### src/hw/iolcr_pkg.sv
// constants for the input limit configuration register bank
// Contract
// - auto-restore set: floor field returns to default after plug-in source detection
// - drain load bit drives battery pin discharge load, default off
// - audible-band avoid disable: 0 keeps feature active, 1 suppresses it
// - floor code decodes to 3.9 V plus 100 mV per step, default 4.4 V
// - floor codes above 10h act as 5.5 V
// - voltage register: watchdog restores bits 7..6 only, register reset all bits
// - voltage register resets to 85h
// - current register at 03h resets to 39h with trigger, detect, enable, ceiling
// - writing 1 starts optimizer only when enabled; reads 0 after start
// - writing 1 to detect force begins source detection; 0 means idle
// - optimizer enable gates the optimizer, default enabled
// - ceiling code decodes to 500 mA plus 100 mA per step, default 3000 mA
// - ceiling codes above 1Ch act as 3300 mA
// - effective ceiling is the smaller of register and pin limit
// - current register: watchdog restores bits 7..6 only, register reset all bits
// - precharge/termination register at 04h resets to 22h
// - pin limit takes part only while its function enable is 1
package iolcr_pkg;

    // ****************************************************************
    // register map
    // ****************************************************************
    localparam logic [7:0] ADDR_VFLOOR   = 8'h02;
    localparam logic [7:0] ADDR_ICEIL    = 8'h03;
    localparam logic [7:0] ADDR_PRETERM  = 8'h04;

    localparam logic [7:0] RST_VFLOOR    = 8'h85;
    localparam logic [7:0] RST_ICEIL     = 8'h39;
    localparam logic [7:0] RST_PRETERM   = 8'h22;

    // ****************************************************************
    // field positions
    // ****************************************************************
    localparam int BIT_AUTO_RESTORE = 7;
    localparam int BIT_DRAIN_LOAD   = 6;
    localparam int BIT_AVOID_DIS    = 5;
    localparam int BIT_OPT_TRIGGER  = 7;
    localparam int BIT_DETECT_FORCE = 6;
    localparam int BIT_OPT_ENABLE   = 5;
    localparam int CODE_MSB         = 4;

    // bits restored by watchdog expiry in both limit registers
    localparam logic [7:0] WDOG_MASK = 8'hc0;

    // ****************************************************************
    // encodings
    // ****************************************************************
    localparam logic [4:0]  FLOOR_CODE_MAX = 5'h10;
    localparam logic [12:0] FLOOR_BASE_MV  = 13'h0f3c;
    localparam logic [12:0] FLOOR_STEP_MV  = 13'h0064;
    localparam logic [4:0]  CEIL_CODE_MAX  = 5'h1c;
    localparam logic [11:0] CEIL_BASE_MA   = 12'h1f4;
    localparam logic [11:0] CEIL_STEP_MA   = 12'h064;

endpackage : iolcr_pkg

### src/hw/iolcr_if.sv
// interfaces between the register bank and its helper modules
`timescale 1ns/1ps

interface iolcr_limit_if;
    logic [4:0]  floor_code;
    logic [4:0]  ceil_code;
    logic [11:0] pin_limit_ma;
    logic        pin_en;
    logic [12:0] floor_mv;
    logic [11:0] ceil_ma;

    modport bank    (output floor_code, ceil_code, pin_limit_ma, pin_en,
                     input  floor_mv, ceil_ma);
    modport decoder (input  floor_code, ceil_code, pin_limit_ma, pin_en,
                     output floor_mv, ceil_ma);
endinterface : iolcr_limit_if

interface iolcr_trig_if;
    logic set;
    logic clear;
    logic restore;
    logic flag;

    modport bank  (output set, clear, restore, input flag);
    modport owner (input  set, clear, restore, output flag);
endinterface : iolcr_trig_if

### src/hw/iolcr_bank.sv
// input voltage floor, input current ceiling and precharge registers
`timescale 1ns/1ps

module iolcr_bank
    import iolcr_pkg::*;
(
    input  wire logic        i_clock,
    input  wire logic        i_rst_n,
    input  wire logic [7:0]  i_reg_addr,
    input  wire logic        i_reg_wr,
    input  wire logic [7:0]  i_reg_wdata,
    input  wire logic        i_reg_rd,
    output logic [7:0]       o_reg_rdata,
    input  wire logic        i_reg_reset,
    input  wire logic        i_wdog_expire,
    input  wire logic        i_plugin_detect_done,
    input  wire logic        i_optimizer_started,
    input  wire logic        i_source_detect_done,
    input  wire logic [11:0] i_pin_limit_ma,
    input  wire logic        i_pin_function_en,
    output logic             o_battery_pin_drain_load_en,
    output logic             o_audible_band_avoid_active,
    output logic             o_adapter_auto_restore_en,
    output logic [12:0]      o_input_voltage_floor_mv,
    output logic [11:0]      o_input_current_ceiling_ma,
    output logic             o_optimizer_enable,
    output logic             o_optimizer_force_pending,
    output logic             o_source_detect_active,
    output logic [7:0]       o_precharge_termination
);
    import iolcr_pkg::*;

    // ****************************************************************
    // decode
    // ****************************************************************
    function automatic logic hit(input logic [7:0] addr, input logic [7:0] target);
        hit = (addr == target);
    endfunction

    logic wr_vfloor;
    logic wr_iceil;
    logic wr_preterm;
    logic full_restore;

    always_comb begin
        wr_vfloor    = i_reg_wr && hit(i_reg_addr, ADDR_VFLOOR);
        wr_iceil     = i_reg_wr && hit(i_reg_addr, ADDR_ICEIL);
        wr_preterm   = i_reg_wr && hit(i_reg_addr, ADDR_PRETERM);
        full_restore = i_reg_reset;
    end

    // ****************************************************************
    // voltage floor register
    // ****************************************************************
    logic       auto_restore_q;
    logic       drain_load_q;
    logic       avoid_dis_q;
    logic [4:0] floor_code_q;

    // bits 7..6: register reset and watchdog
    always_ff @(posedge i_clock) begin
        if (!i_rst_n || full_restore || i_wdog_expire) begin
            auto_restore_q <= RST_VFLOOR[BIT_AUTO_RESTORE];
            drain_load_q   <= RST_VFLOOR[BIT_DRAIN_LOAD];
        end else if (wr_vfloor) begin
            auto_restore_q <= i_reg_wdata[BIT_AUTO_RESTORE];
            drain_load_q   <= i_reg_wdata[BIT_DRAIN_LOAD];
        end
    end

    // bits 5..0: register reset, not watchdog; bits 4..0 also on plug-in detection with auto-restore
    always_ff @(posedge i_clock) begin
        if (!i_rst_n || full_restore) begin
            avoid_dis_q <= RST_VFLOOR[BIT_AVOID_DIS];
        end else if (wr_vfloor) begin
            avoid_dis_q <= i_reg_wdata[BIT_AVOID_DIS];
        end
    end

    always_ff @(posedge i_clock) begin
        if (!i_rst_n || full_restore) begin
            floor_code_q <= RST_VFLOOR[CODE_MSB:0];
        end else if (i_plugin_detect_done && auto_restore_q) begin
            floor_code_q <= RST_VFLOOR[CODE_MSB:0];
        end else if (wr_vfloor) begin
            floor_code_q <= i_reg_wdata[CODE_MSB:0];
        end
    end

    // ****************************************************************
    // current ceiling register
    // ****************************************************************
    logic       opt_en_q;
    logic [4:0] ceil_code_q;

    always_ff @(posedge i_clock) begin
        if (!i_rst_n || full_restore) begin
            opt_en_q    <= RST_ICEIL[BIT_OPT_ENABLE];
            ceil_code_q <= RST_ICEIL[CODE_MSB:0];
        end else if (wr_iceil) begin
            opt_en_q    <= i_reg_wdata[BIT_OPT_ENABLE];
            ceil_code_q <= i_reg_wdata[CODE_MSB:0];
        end
    end

    iolcr_trig_if opt_trg ();
    iolcr_trig_if det_trg ();

    // write of 0 leaves the flags alone; watchdog restores both
    assign opt_trg.set     = wr_iceil && i_reg_wdata[BIT_OPT_TRIGGER] && opt_en_q;
    assign opt_trg.clear   = i_optimizer_started;
    assign opt_trg.restore = full_restore || i_wdog_expire;
    assign det_trg.set     = wr_iceil && i_reg_wdata[BIT_DETECT_FORCE];
    assign det_trg.clear   = i_source_detect_done;
    assign det_trg.restore = full_restore || i_wdog_expire;

    iolcr_trig u_opt_trig (
        .i_clock (i_clock),
        .i_rst_n (i_rst_n),
        .trg     (opt_trg)
    );

    iolcr_trig u_det_trig (
        .i_clock (i_clock),
        .i_rst_n (i_rst_n),
        .trg     (det_trg)
    );

    // ****************************************************************
    // precharge and termination register
    // ****************************************************************
    logic [7:0] preterm_q;

    always_ff @(posedge i_clock) begin
        if (!i_rst_n || full_restore || i_wdog_expire) begin
            preterm_q <= RST_PRETERM;
        end else if (wr_preterm) begin
            preterm_q <= i_reg_wdata;
        end
    end

    // ****************************************************************
    // limit decoding
    // ****************************************************************
    iolcr_limit_if lim ();

    assign lim.floor_code   = floor_code_q;
    assign lim.ceil_code    = ceil_code_q;
    assign lim.pin_limit_ma = i_pin_limit_ma;
    assign lim.pin_en       = i_pin_function_en;

    iolcr_decode u_decode (
        .i_clock (i_clock),
        .i_rst_n (i_rst_n),
        .lim     (lim)
    );

    assign o_input_voltage_floor_mv   = lim.floor_mv;
    assign o_input_current_ceiling_ma = lim.ceil_ma;
    assign o_optimizer_force_pending  = opt_trg.flag;
    assign o_source_detect_active     = det_trg.flag;

    // ****************************************************************
    // control outputs
    // ****************************************************************
    assign o_battery_pin_drain_load_en = drain_load_q;
    assign o_adapter_auto_restore_en   = auto_restore_q;
    assign o_optimizer_enable          = opt_en_q;
    assign o_precharge_termination     = preterm_q;

    logic avoid_active_q;

    always_ff @(posedge i_clock) begin
        if (!i_rst_n) begin
            avoid_active_q <= ~RST_VFLOOR[BIT_AVOID_DIS];
        end else begin
            avoid_active_q <= ~avoid_dis_q;
        end
    end

    assign o_audible_band_avoid_active = avoid_active_q;

    // ****************************************************************
    // read path
    // ****************************************************************
    logic [7:0] rdata_q;

    always_ff @(posedge i_clock) begin
        if (!i_rst_n) begin
            rdata_q <= 8'h00;
        end else if (i_reg_rd) begin
            case (i_reg_addr)
                ADDR_VFLOOR:  rdata_q <= {auto_restore_q, drain_load_q, avoid_dis_q,
                                          floor_code_q};
                ADDR_ICEIL:   rdata_q <= {opt_trg.flag, det_trg.flag, opt_en_q,
                                          ceil_code_q};
                ADDR_PRETERM: rdata_q <= preterm_q;
                default:      rdata_q <= 8'h00;
            endcase
        end
    end

    assign o_reg_rdata = rdata_q;

endmodule // iolcr_bank

### src/hw/iolcr_decode.sv
// decodes the limit codes into millivolts and milliamps
`timescale 1ns/1ps

module iolcr_decode
    import iolcr_pkg::*;
(
    input  wire logic    i_clock,
    input  wire logic    i_rst_n,
    iolcr_limit_if.decoder lim
);

    // ****************************************************************
    // arithmetic
    // ****************************************************************
    function automatic logic [4:0] clamp_code(input logic [4:0] code, input logic [4:0] top);
        clamp_code = (code > top) ? top : code;
    endfunction

    logic [4:0]  floor_c;
    logic [4:0]  ceil_c;
    logic [11:0] reg_ma;

    always_comb begin
        floor_c = clamp_code(lim.floor_code, FLOOR_CODE_MAX);
        ceil_c  = clamp_code(lim.ceil_code, CEIL_CODE_MAX);
        reg_ma  = CEIL_BASE_MA + 12'(ceil_c) * CEIL_STEP_MA;
    end

    always_ff @(posedge i_clock) begin
        if (!i_rst_n) begin
            lim.floor_mv <= FLOOR_BASE_MV + 13'(RST_VFLOOR[CODE_MSB:0]) * FLOOR_STEP_MV;
        end else begin
            lim.floor_mv <= FLOOR_BASE_MV + 13'(floor_c) * FLOOR_STEP_MV;
        end
    end

    always_ff @(posedge i_clock) begin
        if (!i_rst_n) begin
            lim.ceil_ma <= CEIL_BASE_MA + 12'(RST_ICEIL[CODE_MSB:0]) * CEIL_STEP_MA;
        end else if (lim.pin_en && (lim.pin_limit_ma < reg_ma)) begin
            lim.ceil_ma <= lim.pin_limit_ma;
        end else begin
            lim.ceil_ma <= reg_ma;
        end
    end

endmodule // iolcr_decode

### src/hw/iolcr_trig.sv
// one self-clearing request flag: set by a write, cleared by its consumer
`timescale 1ns/1ps

module iolcr_trig (
    input  wire logic   i_clock,
    input  wire logic   i_rst_n,
    iolcr_trig_if.owner trg
);

    // restore beats everything; a set in the clearing cycle is kept
    always_ff @(posedge i_clock) begin
        if (!i_rst_n) begin
            trg.flag <= 1'b0;
        end else if (trg.restore) begin
            trg.flag <= 1'b0;
        end else if (trg.set) begin
            trg.flag <= 1'b1;
        end else if (trg.clear) begin
            trg.flag <= 1'b0;
        end
    end

endmodule // iolcr_trig

### config.mk
export PLATFORM = sky130hd
export DESIGN_NAME = iolcr_bank
export DESIGN_NICKNAME = d
export VERILOG_FILES = /design/src/hw/iolcr_pkg.sv /design/src/hw/iolcr_if.sv /design/src/hw/iolcr_bank.sv /design/src/hw/iolcr_decode.sv /design/src/hw/iolcr_trig.sv
export SDC_FILE = /design/constraint.sdc
export NUM_CORES = 1
export LEC_CHECK = 0
export ABC_AREA = 1
export BUFFER_PORTS_ARGS = -buffer_cell sky130_fd_sc_hd__buf_2
export CORE_MARGIN = 10
export CORE_UTILIZATION = 54
export DETAILED_ROUTE_END_ITERATION = 7
export PLACE_DENSITY_LB_ADDON = 0.1
export SYNTH_ARGS = -nofsm -noshare
export SYNTH_HDL_FRONTEND = slang
export SYNTH_SLANG_ARGS = --single-unit
### constraint.sdc
create_clock -name i_clock -period 3.8 [get_ports i_clock]
set_input_delay 0.38 -clock i_clock [delete_from_list [all_inputs] [get_ports i_clock]]
set_output_delay 0.38 -clock i_clock [all_outputs]
set_load 0.02 [all_outputs]
==> run metrics, run 1 <==
CTS tree yes; pre-CTS WS 0.0351 ns; required time of the worst setup path 4.03 ns; chip width 101 um; Synth area leaders dfxtp_1 (31%), ha_1 (15%), nand2_1 (12%); Final nets 665; Die ar. 10300 um^2; hold_buf cts 0; largest net degree at the start of global routing 24; core area 6390 um^2; period utilisation layout 0.942; Final Max Tran Viols 0; switching share of total power 0.234; Gate power share 0.090; Fin Hold WS 0.283 ns; DRT iter0 DRCs 194; first-pass GRT wire length 14.5 mm; Port Buffers 82; Area Growth Syn to Fin 20.4%; r2r worst-path depth 22; worst-skew pair later-pin latency 0.31 ns; Mapped Area 3580 um^2; Synth area leader dfxtp_1; internal power 895 uW; hold_sp i_pin_limit_ma[0]; hold depth 3; n_diodes 0; vias 3411; Via density 5.18; gr usage total 0.167; power per cell area 271 nW/um^2; final setup violation count 0; clk slew on worst S/H paths 0.10 ns; CP Data Arrival Time 3.81 ns; crit end category register; R2R setup slack 0.22 ns; status finished clean; sequential power share 0.509; Initial Util 0.561; CTS max path bufs 2; drt wl/cell 13.4 um; fin area 4320 um^2; Max rail drop VDD 0.332 mV; area of placed instances 4060 um^2; Clock Power Share 0.401; ANT nets after route 0; final wirelength 8.83 mm; critical path class register to register; RD Place Congestion 0.855; crit-path max FO 6; Synth Instances 499; number of remaining DRC errors 0; flops & latches, synth 56; final hold vios 0; CTS Root Cell clkbuf_8; r2r endpoint u_decode.lim.ceil_ma[6]$_SDFF_PN0_; clock sinks 56; # rows 29; f_max 279 MHz; CTS Buf Count 5; Netlist cell types 35; Initial DRT Pass Iterations 4; type of origin of the critical path register; synth warn 0; Period minus WS final 3.58 ns; Mapped Avg Cell Area 7.18 um^2; gr ovfl total 0; clk_skew 0.0129 ns; vias in the first global route 3216; Detail Placement HPWL 7.11 mm; Chip Height 101 um; fin worst setup slack 0.220 ns; Worst Hold Class input port to register; placed cell count 649; htree depth 2; MaxCap Viol Count 0; origin of the critical flop-to-flop path ceil_code_q[3]$_SDFFE_PP1P_; Switch Pwr 273 uW; antenna violations before repair 0; share of the synthesized area in the top cell type 0.313; WHS Endpoint u_decode.lim.ceil_ma[0]$_SDFF_PN0_; Static Leak 0.00227 uW; Seq/Total Area, Yosys 0.313; # IOs 85; fin cells 659; share of post-route cells with drive strength above 1 0.239
[worst max path at each step]
stage | startpoint | to | slack (ns) | cells after the start
6_report | ceil_code_q[3]$_SDFFE_PP1P_ | u_decode.lim.ceil_ma[6]$_SDFF_PN0_ | 0.22 | 22
5_1_grt | ceil_code_q[3]$_SDFFE_PP1P_ | u_decode.lim.ceil_ma[0]$_SDFF_PN0_ | -0.01 | 26
4_1_cts | ceil_code_q[4]$_SDFFE_PP1P_ | u_decode.lim.ceil_ma[6]$_SDFF_PN0_ | 0.02 | 27
3_5_place_dp | ceil_code_q[4]$_SDFFE_PP1P_ | u_decode.lim.ceil_ma[6]$_SDFF_PN0_ | 0.04 | 27
3_3_place_gp | ceil_code_q[3]$_SDFFE_PP1P_ | u_decode.lim.ceil_ma[9]$_SDFF_PN1_ | 0.16 | 24
2_1_floorplan | ceil_code_q[2]$_SDFFE_PP0P_ | u_decode.lim.ceil_ma[11]$_SDFF_PN1_ | 0.29 | 28
[metrics by stage]
| step | power [uW] | utilization | TNS [ns] |
|---|---|---|---|
| 3_3_place_gp | 709 | 0.635 | 0 |
| 5_1_grt | 1210 | 0.676 | -0.0279 |
| 2_1_floorplan | 669 | - | 0 |
| 3_5_place_dp | 711 | 0.635 | 0 |
| 6_report | 1170 | 0.676 | 0 |
| 4_1_cts | 1170 | 0.657 | 0 |
[Yosys cell counts]
| cell | n |
|---|---|
| a21o_1 | 1 |
| nand2_4 | 1 |
| xnor2_1 | 1 |
| o21ai_0 | 13 |
| xor2_1 | 10 |
| inv_1 | 65 |
| or2_2 | 1 |
| o21ai_1 | 7 |
| nor2_2 | 1 |
| buf_4 | 3 |
| clkbuf_1 | 6 |
| o211ai_1 | 4 |
| ha_1 | 44 |
| nand2_2 | 1 |
| nand4_1 | 6 |
| and2_1 | 1 |
| nand3b_1 | 2 |
| nor3_1 | 1 |
| a21oi_1 | 30 |
| buf_1 | 1 |
| conb_1 | 1 |
| nand3_1 | 55 |
| buf_6 | 1 |
| dfxtp_1 | 56 |
| nor2_1 | 41 |
| nor3_4 | 3 |
| nand2_1 | 119 |
| a41oi_1 | 1 |
| a31o_2 | 1 |
| fa_1 | 2 |
| nand3_4 | 1 |
| buf_2 | 6 |
| a211oi_2 | 2 |
| inv_2 | 7 |
| nor2_4 | 4 |
[registers in the layout, summed over array words and instances, names as in the netlist]
signal / flops
u_opt_trig.trg.flag: 1
floor_code_q: 5
u_decode.lim.ceil_ma: 12
u_decode.lim.floor_mv: 11
ceil_code_q: 5
o_reg_rdata: 8
o_battery_pin_drain_load_en: 1
u_det_trig.trg.flag: 1
o_audible_band_avoid_active: 1
avoid_dis_q: 1
o_precharge_termination: 8
o_optimizer_enable: 1
o_adapter_auto_restore_en: 1
[final cells by class]
type / instances / area (um^2)
multi-input cells: 355 / 2210
fillers: 555 / 2070
flip-flops and latches: 56 / 1120
repair buffers: 91 / 478
inverters: 72 / 270
well taps: 77 / 96.3
clock buffers: 5 / 68.8
clock inverters: 3 / 68.8
[routing by layer]
metal | up-vias | part of all wire | global-route usage
met2 | 124 | 0.44 | 0.267
li1 | 1766 | - | -
met3 | 8 | 0.081 | 0.0470
met5 | - | 0 | 0
met4 | 0 | 0.011 | 0.0343
met1 | 1513 | 0.46 | 0.219
[cells in the final DEF (no fill, tap or decap), types with 3 or more instances in the layout]
master    count
ha_4          7
dfxtp_2       3
buf_2        82
ha_1         37
o211ai_1      4
nand2_1     115
a21oi_1      30
nand2_2       5
o21ai_1       7
inv_1        63
nor3_4        3
o21ai_0      13
dfxtp_1      53
xor2_1       10
inv_2         9
clkbuf_8      5
nor2_4        4
buf_4         9
nor2_1       40
nand3_1      55
nand4_1       6
[logic make-up (layout without fill, tap and decap cells)]
logic type / after synthesis / in the layout / share of synthesized area
compound gates: 59 / 59 / 0.0922
xor+xnor: 11 / 11 / 0.0269
fa+ha+maj: 46 / 46 / 0.165
buf+inv: 89 / 171 / 0.101
flops: 56 / 56 / 0.313
other cells: 1 / 2 / 0.00105
simple gates: 237 / 237 / 0.302
[worst max-delay path, cell delays in order, from the launching register on]
cell and delay [ns]:
dfxtp_2 0.34, nand3_1 0.10, nand2_1 0.09, inv_1 0.07, ha_4 0.25, ha_4 0.27, ha_4 0.13, inv_1 0.05
fa_2 0.57, nand4_1 0.14, nand2_1 0.11, xor2_1 0.19, ha_1 0.26, nand2_1 0.07, inv_1 0.06, nand3_1 0.09
a21oi_1 0.05, nor2_1 0.12, nand2_2 0.10, buf_4 0.17, nor2_4 0.15, nand2_1 0.06, o21ai_0 0.07
[power groups by stage]
stage                     clock [uW]  combinational (uW)  sequential, uW
after global placement             0                 101             608
after CTS                        475                 103             595
after floorplan                    0                52.8             617
after global routing             494                 117             595
after detailed placement           0                 103             608
final                            469                 105             594
[timing repair]
action	CTS	global route
setup endpoints to repair	0	12
gates resized for setup	0	19
setup buffers	0	2
No activity file was read; power rests on OpenSTA's default activity.
==> inputs of run 2 (changes only) <==
Settings changed: BUFFER_PORTS_ARGS -buffer_cell sky130_fd_sc_hd__buf_2 to -buffer_cell sky130_fd_sc_hd__clkbuf_2, CORE_UTILIZATION 54 to 49.
Clock period 3.8 ns to 3 ns, I/O delays scaled along.
==> run metrics, run 2 (synthesized netlist as in run 1, its figures left out) <==
share of post-route cells with drive strength above 1 0.359 (was 0.239); Final Util 0.679 (was 0.676); GRT busiest layer met2 (unchanged); met2 track demand over resource 0.280 (was 0.267); commonest non-fill, non-tap cell in the layout nand2_1 (unchanged); # IOs 85 (unchanged); Die ar. 11100 um^2 (was 10300 um^2); r2r worst-path depth 23 (was 22); Worst Hold Class input port to register (unchanged); Port Buffers 82 (unchanged); Initial DRT Pass Iterations 4 (unchanged); fin worst setup slack -0.675 ns (was 0.220 ns); WHS Endpoint u_decode.lim.ceil_ma[1]$_SDFF_PN0_ (was u_decode.lim.ceil_ma[0]$_SDFF_PN0_); htree depth 2 (unchanged); met1 Use GR 0.203 (was 0.219); clk_skew 0.00995 ns (was 0.0129 ns); failing checks negative setup slack; RD Place Congestion 0.845 (was 0.855); number of remaining DRC errors 0 (unchanged); Initial Util 0.499 (was 0.561); Detail Placement HPWL 7.60 mm (was 7.11 mm); Clock Power Share 0.330 (was 0.401); n_diodes 0 (unchanged); power per cell area 276 nW/um^2 (was 271 nW/um^2); CTS Buf Count 5 (unchanged); status finished, violations left (was finished clean); Largest Register u_decode.lim.ceil_ma (unchanged); Area Growth Syn to Fin 36.0% (was 20.4%); hold depth 3 (unchanged); crit-path max FO 7 (was 6); final wirelength 9.93 mm (was 8.83 mm); PnR Total Power 1350 uW (was 1170 uW); type of origin of the critical path register (unchanged); Max rail drop VDD 0.183 mV (was 0.332 mV); ANT nets after route 0 (unchanged); chip width 106 um (was 101 um); f_max 272 MHz (was 279 MHz); Via density 5.06 (was 5.18); CTS tree yes (unchanged); clk slew on worst S/H paths 0.10 ns (about the same); Setup TNS -7.59 ns (was 0 ns); worst-skew pair later-pin latency 0.32 ns (was 0.31 ns); register area 1130 um^2 (was 1120 um^2); critical path class register to register (unchanged); gr usage total 0.167 (about the same); met3 Track Usage GR 0.0524 (was 0.0470); period utilisation layout 1.23 (was 0.942); Switch Pwr 370 uW (was 273 uW); vias 3650 (was 3411); # rows 31 (was 29); clock sinks 56 (unchanged); r2r endpoint u_decode.lim.ceil_ma[9]$_SDFF_PN1_ (was u_decode.lim.ceil_ma[6]$_SDFF_PN0_); internal power 975 uW (was 895 uW); antenna violations before repair 0 (unchanged); RSZ-0062 raised after global routing true; sequential power share 0.559 (was 0.509); first-pass GRT wire length 16.0 mm (was 14.5 mm); final hold vios 0 (unchanged); Layout fillers 618 (was 555); pre-CTS WS -0.648 ns (was 0.0351 ns); drt wl/cell 13.8 um (was 13.4 um); crit end category register (unchanged); largest net degree at the start of global routing 20 (was 24); CP Data Arrival Time 3.88 ns (was 3.81 ns); Final Max Tran Viols 0 (unchanged); Crit. Startpoint ceil_code_q[4]$_SDFFE_PP1P_ (was ceil_code_q[3]$_SDFFE_PP1P_); hold_sp i_pin_limit_ma[1] (was i_pin_limit_ma[0]); core area 7180 um^2 (was 6390 um^2); gr ovfl total 0 (unchanged); Fin Hold WS 0.179 ns (was 0.283 ns); switching share of total power 0.275 (was 0.234); R2R setup slack -0.68 ns (was 0.22 ns); MaxCap Viol Count 0 (unchanged); final setup violation count 12 (was 0); largest registers u_decode.lim.ceil_ma: 12 flops, u_decode.lim.floor_mv: 11 flops (unchanged); Final nets 705 (was 665); vias in the first global route 3531 (was 3216); number of flip-flops in the largest register 12 (unchanged); origin of the critical flop-to-flop path ceil_code_q[4]$_SDFFE_PP1P_ (was ceil_code_q[3]$_SDFFE_PP1P_); Chip Height 106 um (was 101 um); CTS Root Cell clkbuf_8 (unchanged); Gate power share 0.111 (was 0.090); Period minus WS final 3.68 ns (was 3.58 ns); Static Leak 0.00244 uW (was 0.00227 uW); CTS max path bufs 2 (unchanged); most frequent cells in the layout nand2_1 (103), clkbuf_2 (82), inv_1 (59) (was nand2_1 (115), buf_2 (82), inv_1 (63)); DRT iter0 DRCs 141 (was 194); area of the multi-input gates 2460 um^2 (was 2210 um^2); required time of the worst setup path 3.20 ns (was 4.03 ns)
==> run 2: per-stage QoR <==
step / std cells / area (um^2)
3_3_place_gp: 691 / 4320
4_1_cts: 716 / 4620
3_5_place_dp: 691 / 4320
2_1_floorplan: 500 / 3690
6_report: 721 / 4870
5_1_grt: 721 / 4870
==> run 2: worst max path at each step <==
stage	to	slack [ns]
final	u_decode.lim.ceil_ma[9]$_SDFF_PN1_	-0.68
after global routing	u_decode.lim.ceil_ma[2]$_SDFF_PN0_	-0.88
after CTS	u_decode.lim.ceil_ma[0]$_SDFF_PN0_	-0.49
after floorplan	u_decode.lim.ceil_ma[11]$_SDFF_PN1_	-0.31
after global placement	u_decode.lim.ceil_ma[2]$_SDFF_PN0_	-0.53
after detailed placement	u_decode.lim.ceil_ma[2]$_SDFF_PN0_	-0.65
==> run 2: power groups by stage <==
stage,Sequential [uW],Combinational [uW],Clock [uW]
finish,751,149,444
global route,752,164,483
CTS,752,138,453
detailed placement,770,133,0
global placement,770,131,0
floorplan,781,69.6,0
==> run 2: routing by layer <==
layer / routed length (um) / share of wire
met1: 4400 / 0.44
met4: 144 / 0.015
met5: 0 / 0
met3: 699 / 0.070
met2: 4680 / 0.47
==> run 2: critical path, stage by stage (launching register included) <==
cell and delay [ns]:
dfxtp_4 0.39, nand3_4 0.11, nand2_4 0.08, inv_4 0.04, ha_4 0.24, ha_4 0.26
ha_4 0.12, inv_2 0.04, fa_2 0.59, nand3_2 0.08, nor2_1 0.12, nor2_1 0.06
nand3_2 0.08, nand2_2 0.09, ha_4 0.26, nand2_2 0.05, nand2_1 0.04, nor2_1 0.19
nand3_2 0.15, nor2_4 0.13, nand2_4 0.10, or2_4 0.24, nand2_2 0.06, nand2_1 0.04
==> run 2: what timing repair did <==
action | CTS | global route
resized for setup | 16 | 41
pin swaps | 28 | 34
setup endpoints to repair | 12 | 15
gates cloned | 0 | 0
hold buffers | 0 | 0
setup buffers | 17 | 5
==> run 2: area by class of cell <==
class,instances,area share
Tap cell,99,0.0254
Sequential cell,56,0.232
Inverter,72,0.0565
Multi-Input combinational cell,355,0.504
Clock buffer,5,0.0141
Clock inverter,3,0.00565
Timing Repair Buffer,131,0.162
